File: config.mk
export PLATFORM = sky130hd
export DESIGN_NAME = mob_ctrl
export DESIGN_NICKNAME = d
export VERILOG_FILES = /design/src/mob_pkg.sv /design/src/mob_ctrl.sv
export SDC_FILE = /design/constraint.sdc
export NUM_CORES = 1
export LEC_CHECK = 0
export ABC_AREA = 1
export BUFFER_PORTS_ARGS = -buffer_cell sky130_fd_sc_hd__buf_2
export CORE_ASPECT_RATIO = 0.75
export CORE_MARGIN = 4
export CORE_UTILIZATION = 54
export DETAILED_ROUTE_END_ITERATION = 8
export PLACE_DENSITY = 0.81
export SKIP_CTS_REPAIR_TIMING = 1
export SYNTH_ARGS = -nofsm -noshare
export SYNTH_HDL_FRONTEND = slang
export SYNTH_SLANG_ARGS = --single-unit
File: constraint.sdc
create_clock -name i_core_clk -period 2.1 [get_ports i_core_clk]
set_input_delay 0.105 -clock i_core_clk [delete_from_list [all_inputs] [get_ports i_core_clk]]
set_output_delay 0.105 -clock i_core_clk [all_outputs]
set_load 0.01 [all_outputs]
File: src/mob_pkg.sv
package mob_pkg;

	// ----------------------------------------------------------------
	// sizes and counts
	// ----------------------------------------------------------------
	localparam int unsigned ADDR_W  = 32;
	localparam int unsigned CNT_W   = 4;
	localparam logic [CNT_W-1:0] CNT_ZERO = 4'h0;
	localparam logic [CNT_W-1:0] CNT_ONE  = 4'h1;
	localparam logic [CNT_W-1:0] CNT_MAX  = 4'hf;

	// ----------------------------------------------------------------
	// barrier kinds presented by the pipeline
	// ----------------------------------------------------------------
	typedef enum logic [1:0] {
		MOB_BAR_MEM   = 2'h0,
		MOB_BAR_SYNC  = 2'h1,
		MOB_BAR_INSTR = 2'h2
	} mob_bar_t;

	// ----------------------------------------------------------------
	// control states, one-hot
	// ----------------------------------------------------------------
	typedef enum logic [3:0] {
		MOB_IDLE       = 4'h1,
		MOB_MEM_WAIT   = 4'h2,
		MOB_SYNC_WAIT  = 4'h4,
		MOB_INSTR_WAIT = 4'h8
	} mob_st_t;

	// ----------------------------------------------------------------
	// whole state of the controller
	// ----------------------------------------------------------------
	typedef struct packed {
		mob_st_t           st;
		logic              pend;
		logic [ADDR_W-1:0] pend_addr;
		logic              pend_wr;
		logic              pend_first;
		logic              pend_ctx;
		logic              pend_any;
		logic              mvalid;
		logic [ADDR_W-1:0] maddr;
		logic              mwr;
		logic              mfirst;
		logic              mscs;
		logic              many;
		logic [CNT_W-1:0]  cnt;
		logic [CNT_W-1:0]  scnt;
		logic              acc_rdy;
		logic              bar_rdy;
		logic              stall;
		logic              flush;
		logic              bdone;
	} mob_state_t;

	localparam mob_state_t MOB_RESET = '{
		st: MOB_IDLE, pend: 1'b0, pend_addr: 32'h0000_0000, pend_wr: 1'b0,
		pend_first: 1'b0, pend_ctx: 1'b0, pend_any: 1'b0, mvalid: 1'b0,
		maddr: 32'h0000_0000, mwr: 1'b0, mfirst: 1'b0, mscs: 1'b0, many: 1'b0,
		cnt: 4'h0, scnt: 4'h0, acc_rdy: 1'b1, bar_rdy: 1'b1, stall: 1'b0,
		flush: 1'b0, bdone: 1'b0};

endpackage

File: src/mob_ctrl.sv
`timescale 1ns/1ps
`default_nettype none
// What this block does
// - strictly ordered accesses never overlap; later waits for earlier to complete
// - ordered accesses may overlap but are issued in arrival order
// - each word of a multi-word transfer is a separate access
// - first word of a new instruction waits until all older accesses complete
// - multi-word words issue in presented ascending-address order
// - program-counter multi-loads may present words in any order
// - doubleword load or store words may come in either order
// - atomicity-split operations may present their accesses in any order
// - memory and sync barriers wait for earlier accesses; sync and instruction barriers discard prefetched instructions
// - data memory barriers never touch the instruction fetch path; sync barriers flush it
// - domain and access-type arguments are ignored; barriers act system-wide
// - first group is every access taken before the barrier
// - second group is every access taken after the barrier
// - for memory and sync barriers, no second-group access issues before all first-group accesses complete; an instruction barrier does not wait
// - peripherals see first-group accesses before any second-group access
// - accesses outside both groups keep normal ordering freedom
// - data memory barrier never stalls non-memory instructions
// - sync barrier gives all data memory barrier ordering
// - sync barrier completes only when all earlier accesses are complete
// - sync barrier also waits for context-altering control space accesses
// - instructions after a sync barrier stall until it completes
// - instruction barrier flushes so later instructions are refetched afterwards
module mob_ctrl
(
	input  wire logic                  i_core_clk,
	input  wire logic                  i_arst_n,
	input  wire logic                  i_acc_valid,
	input  wire logic [mob_pkg::ADDR_W-1:0] i_acc_addr,
	input  wire logic                  i_acc_write,
	input  wire logic                  i_acc_first,
	input  wire logic                  i_acc_any_order,
	input  wire logic                  i_acc_ctx,
	output logic                       o_acc_ready,
	input  wire logic                  i_bar_valid,
	input  wire logic [1:0]            i_bar_kind,
	input  wire logic [3:0]            i_bar_option,
	output logic                       o_bar_ready,
	output logic                       o_bar_done,
	output logic                       o_exec_stall,
	output logic                       o_prefetch_flush,
	output logic                       o_mem_valid,
	output logic [mob_pkg::ADDR_W-1:0] o_mem_addr,
	output logic                       o_mem_write,
	output logic                       o_mem_ctx,
	input  wire logic                  i_mem_accept,
	input  wire logic                  i_mem_done,
	input  wire logic                  i_mem_done_ctx
);
	import mob_pkg::*;

	mob_state_t q;
	mob_state_t n;
	logic       mem_acc;
	logic       issue;
	logic       take_acc;
	logic       take_bar;
	logic       done_ok;
	logic       sdone_ok;
	logic       drained;

	// ----------------------------------------------------------------
	// helpers
	// ----------------------------------------------------------------
	function automatic logic [CNT_W-1:0] cnt_step(input logic [CNT_W-1:0] c,
		input logic up, input logic dn);
		logic [CNT_W-1:0] r;
		r = c;
		if (up && !dn)
		begin
			r = c + CNT_ONE;
		end
		else if (dn && !up)
		begin
			r = c - CNT_ONE;
		end
		return r;
	endfunction

	// ----------------------------------------------------------------
	// next state
	// ----------------------------------------------------------------
	always_comb
	begin
		n        = q;
		n.flush  = 1'b0;
		n.bdone  = 1'b0;
		mem_acc  = q.mvalid && i_mem_accept;
		done_ok  = i_mem_done && (q.cnt != CNT_ZERO);
		sdone_ok = i_mem_done && i_mem_done_ctx && (q.scnt != CNT_ZERO);
		// new instruction waits for everything older; words of one
		// instruction may overlap
		issue    = q.pend && !q.mvalid && (q.cnt != CNT_MAX)
			&& (!q.pend_first || (q.cnt == CNT_ZERO));
		// barrier only after every older access has been taken
		take_bar = i_bar_valid && q.bar_rdy && !i_acc_valid;
		take_acc = i_acc_valid && q.acc_rdy;
		drained  = !q.pend && !q.mvalid && (q.cnt == CNT_ZERO);

		if (mem_acc)
		begin
			n.mvalid = 1'b0;
		end
		n.cnt  = cnt_step(q.cnt, mem_acc, done_ok);
		n.scnt = cnt_step(q.scnt, mem_acc && q.mscs, sdone_ok);

		// words leave in the order presented; ascending or free order
		// is the pipeline's choice per instruction
		if (issue)
		begin
			n.mvalid = 1'b1;
			n.maddr  = q.pend_addr;
			n.mwr    = q.pend_wr;
			n.mfirst = q.pend_first;
			n.mscs   = q.pend_ctx;
			n.many   = q.pend_any;
			n.pend   = 1'b0;
		end
		if (take_acc)
		begin
			n.pend       = 1'b1;
			n.pend_addr  = i_acc_addr;
			n.pend_wr    = i_acc_write;
			n.pend_first = i_acc_first;
			n.pend_ctx   = i_acc_ctx;
			n.pend_any   = i_acc_any_order;
		end

		// option field deliberately unused: always full system
		case (q.st)
			MOB_IDLE:
			begin
				if (take_bar)
				begin
					case (i_bar_kind)
						MOB_BAR_SYNC:  n.st = MOB_SYNC_WAIT;
						MOB_BAR_INSTR: n.st = MOB_INSTR_WAIT;
						default:       n.st = MOB_MEM_WAIT;
					endcase
				end
			end
			MOB_MEM_WAIT:
			begin
				if (drained)
				begin
					n.st    = MOB_IDLE;
					n.bdone = 1'b1;
				end
			end
			MOB_SYNC_WAIT:
			begin
				if (drained && (q.scnt == CNT_ZERO))
				begin
					n.st    = MOB_IDLE;
					n.bdone = 1'b1;
					n.flush = 1'b1;
				end
			end
			MOB_INSTR_WAIT:
			begin
				n.st    = MOB_IDLE;
				n.bdone = 1'b1;
				n.flush = 1'b1;
			end
			default:
			begin
				n.st = MOB_IDLE;
			end
		endcase

		// accesses outside a barrier window flow freely
		n.acc_rdy = (n.st == MOB_IDLE) && !n.pend;
		n.bar_rdy = (n.st == MOB_IDLE) && !n.pend;
		// memory barrier leaves execution running
		n.stall   = (n.st == MOB_SYNC_WAIT) || (n.st == MOB_INSTR_WAIT);
	end

	// ----------------------------------------------------------------
	// state register
	// ----------------------------------------------------------------
	always_ff @(posedge i_core_clk or negedge i_arst_n)
	begin
		if (!i_arst_n)
		begin
			q <= MOB_RESET;
		end
		else
		begin
			q <= n;
		end
	end

	// ----------------------------------------------------------------
	// outputs; fetch path has no input here at all
	// ----------------------------------------------------------------
	assign o_acc_ready      = q.acc_rdy;
	assign o_bar_ready      = q.bar_rdy;
	assign o_bar_done       = q.bdone;
	assign o_exec_stall     = q.stall;
	assign o_prefetch_flush = q.flush;
	assign o_mem_valid      = q.mvalid;
	assign o_mem_addr       = q.maddr;
	assign o_mem_write      = q.mwr;
	assign o_mem_ctx        = q.mscs;

	// ----------------------------------------------------------------
	// checks
	// ----------------------------------------------------------------
	logic [ADDR_W-1:0] last_addr_q;
	mob_st_t           prev_st_q;
	always_ff @(posedge i_core_clk or negedge i_arst_n)
	begin
		if (!i_arst_n)
		begin
			last_addr_q <= 32'h0000_0000;
			prev_st_q   <= MOB_IDLE;
		end
		else
		begin
			prev_st_q <= q.st;
			if (mem_acc)
			begin
				last_addr_q <= q.maddr;
			end
		end
	end
endmodule // mob_ctrl
`default_nettype wire

==> out/qor.yml <==
detailed_routing:
  wl_microns: 7456
  vias: 2790
  wl_met1_microns: 3377
  dr.pass1.iters: 4
  route.met2.wl_microns: 3503
  avgViaCountPerCell: 4.753
  top_layer: "met4"
  drc: 0
  drt-initial-drc-count: 66
  wl_per_cell_microns: 12.70
  ant_nets: 0
  routed-wl-met3_microns: 504
placed_design:
  dpl_cell_area_sq_um: 4148
  place_congestion: 0.8703
  hpwlAfterDp_microns: 5175
  port_buffers: 83
logic_synthesis:
  yosys.area_share.simple_pct: 13.77
  synth_mux_area_share_pct: 0.8769
  synth_edf_count: 0
  avgSynthCellArea_sq_um: 9.238
  syn_inst: 417
  yosys-top-cells-area: "dfrtp_1, nand2_1, buf_4, inv_1, a21oi_1"
  async_reset_ff_share_pct: 100.0
  synthXorXnorAreaFrac_pct: 0.9094
  yosysMostFrequentCell: "dfrtp_1"
  synth.distinct_cells: 24
  synth_compound_area_share_pct: 10.72
  yosys_warnings: 0
  ys_ff_latch: 87
  synth_fa_ha_area_share_pct: 3.638
  synth_area_sq_um: 3852
  synth-main-ff-cell: "dfrtp_1"
  synth_top_area_share_pct: 55.21
  synth_common_cells: "dfrtp_1, nand2_1, inv_1"
  synth_top_area_cell: "dfrtp_1"
  synth_top_family_by_area: "simple AND/OR/NAND/NOR gates"
  synth_nets: 476
  yosysSeqAreaShare_pct: 56.58
clock_tree:
  numCtsBuffers: 9
  cts_tree: "done"
  cts_sinks: 87
  cts.htree.levels: 3
  cts_buffer_depth: 2
  clk_latency_ns: 0.35
  clk_pin_slew_ns: 0.08
  clockRootBuffer: "clkbuf_8"
min_path:
  hold_class: "in2reg"
  min_path_cells: 3
  min-delay-start: "i_acc_addr[27]"
  min_to: "q[81]$_DFFE_PN0P_"
status:
  violations: "hold timing"
  status: "finished with violations"
sta:
  relSlewSlack_pct: 63.37
  hold_slack_ns: -0.006706
  hold_viol: 3
  finClkSkew_ns: 0.008146
  max_freq_mhz: 512.4
  finalSetupViolCount: 0
  final.setup.tns_ns: 0
  tightestPinTransition_ns: 0.5495
  min_period_ns: 1.951
  min_period_over_period_pct: 92.93
  drv_slew: 0
die:
  rows: 26
  io_pins: 89
  die_w_microns: 105.5
  start_util_pct: 56.12
  die_y_microns: 81.15
  fp.coreArea_sq_um: 6864
  die_area_sq_um: 8564
global_route:
  grt_pass1_wl_microns: 12470
  globalRoute.totalOverflow: 0
  grt_pass1_vias: 2772
  gr-usage-all-layers_pct: 18.36
  grt_max_degree: 66
  antenna_found_initial: 0
power_and_ir_drop:
  powerDensity_nw_per_um2: 1516
  peakVddDrop_uv: 718.3
  cellLeakagePower_nw: 2.418
  total_power_mw: 6.891
worst_setup_path:
  cpMaxStageDelayCell: "dfrtp_2"
  cp_common_cell: "nand2_1"
  crit_fanout: 6
  crit_path_end_kind: "register"
  r2r_end: "q[12]$_DFFE_PN0P_"
  worstPathCellList: "nor2_2 > nand2_1 > nand2_1 > ha_1 > inv_2 > ha_4 > a21oi_1 > nand2_1 > a21oi_2 > o21ai_0 > nand2_1 > nand2_1"
  r2r_setup_slack_ns: 0.15
  r2r_start: "q[11]$_DFFE_PN0P_"
  path_class: "reg2reg"
  crit_arrival_ns: 2.19
  cp.required_ns: 2.34
  startpoint: "q[11]$_DFFE_PN0P_"
  path_buf_inv: 1
  cpPeakStageDelay_ns: 0.46
  reg2reg_depth: 12
  crit_family: "simple AND/OR/NAND/NOR gates"
  critPathLaunchType: "register"
final_layout:
  antenna_cells: 0
  final_nets: 543
  postLayoutCellArea_sq_um: 4546
  drive_gt1_share_pct: 25.56
  syn2layout_area_growth_pct: 17.99
run:
  drv_cap: 0
## cells in the final DEF (no fill, tap or decap), drive strengths merged
cell type	count
a21oi	38
buf	91
bufinv	2
clkbuf	11
clkinv	2
clkinvlp	1
dfrtp	85
dfstp	2
dlygate4sd3	12
fa	2
ha	8
inv	54
mux2	3
nand2	68
nand3	11
nand4	2
nor2	50
o211ai	2
o21ai	40
o21bai	1
xnor2	4
## final cells by class
cell class                 instances  area, sq um
multi-input combinational        229         1192
clock buffer                      11        141.4
tap                               98        122.6
inverter                          54        202.7
timing repair buffer             103        623.1
fill                             572         2318
clock inverter                     5        81.33
sequential                        87         2182
## where the power goes
| group | switching (mW) | total (mW) | internal [mW] | leakage, nW |
|---|---|---|---|---|
| clock network | 0.577 | 1.28 | 0.703 | 0.110 |
| registers | 0.404 | 2.89 | 2.49 | 1.01 |
| logic | 1.59 | 2.72 | 1.12 | 1.30 |
## flip-flops by register name, indices dropped and copies added, names as in the netlist
register,cells
o_bar_done,1
o_bar_ready,1
o_exec_stall,1
o_mem_addr,32
o_mem_ctx,1
o_mem_valid,1
o_mem_write,1
o_prefetch_flush,1
q,48
## worst min-delay path, delay by kind of cell
kind / cells / cell delay [ns]
AOI/OAI and AO/OA: 1 / 0.10
buffers and inverters: 1 / 0.07
and+or+nand+nor: 1 / 0.03
## worst max path at each step
stage                              endpoint  slack [ns]  depth (start not counted)
final                     q[12]$_DFFE_PN0P_        0.15                         12
after global routing      q[12]$_DFFE_PN0P_       -0.02                         12
after CTS                 q[12]$_DFFE_PN0P_      -0.001                         12
after detailed placement  q[12]$_DFFE_PN0P_        0.02                         12
after global placement    q[12]$_DFFE_PN0P_        0.15                         12
after floorplan           q[12]$_DFFE_PN0P_        0.20                         12
## layer usage
layer | vias up | global-route usage [%]
met1 | 1292 | 22.69
met2 | 78 | 30.79
li1 | 1410 | -
met4 | 0 | 4.528
met5 | - | 0
met3 | 10 | 7.228
## kinds of logic (layout without fill, tap and decap cells)
kind of cell | count (synthesis) | in the layout
and+or+nand+nor | 131 | 131
DFF | 87 | 87
AOI/OAI and AO/OA | 81 | 81
muxes | 3 | 3
adders and majority gates | 10 | 10
xor gates and xnor gates | 4 | 4
buffers and inverters | 101 | 173
## stage by stage
step           setup WS (ns)  util, %  hold slack [ns]  instances
4_1_cts           -0.0009637    63.67          -0.2589        573
6_report              0.1485    66.22        -0.006706        587
3_5_place_dp         0.01863    60.43           0.1277        557
3_3_place_gp          0.1511    60.43           0.1262        557
2_1_floorplan         0.1992        -          -0.1906        417
5_1_grt             -0.02445    66.22       0.00004496        587
Power figures use the tool's default switching activity.
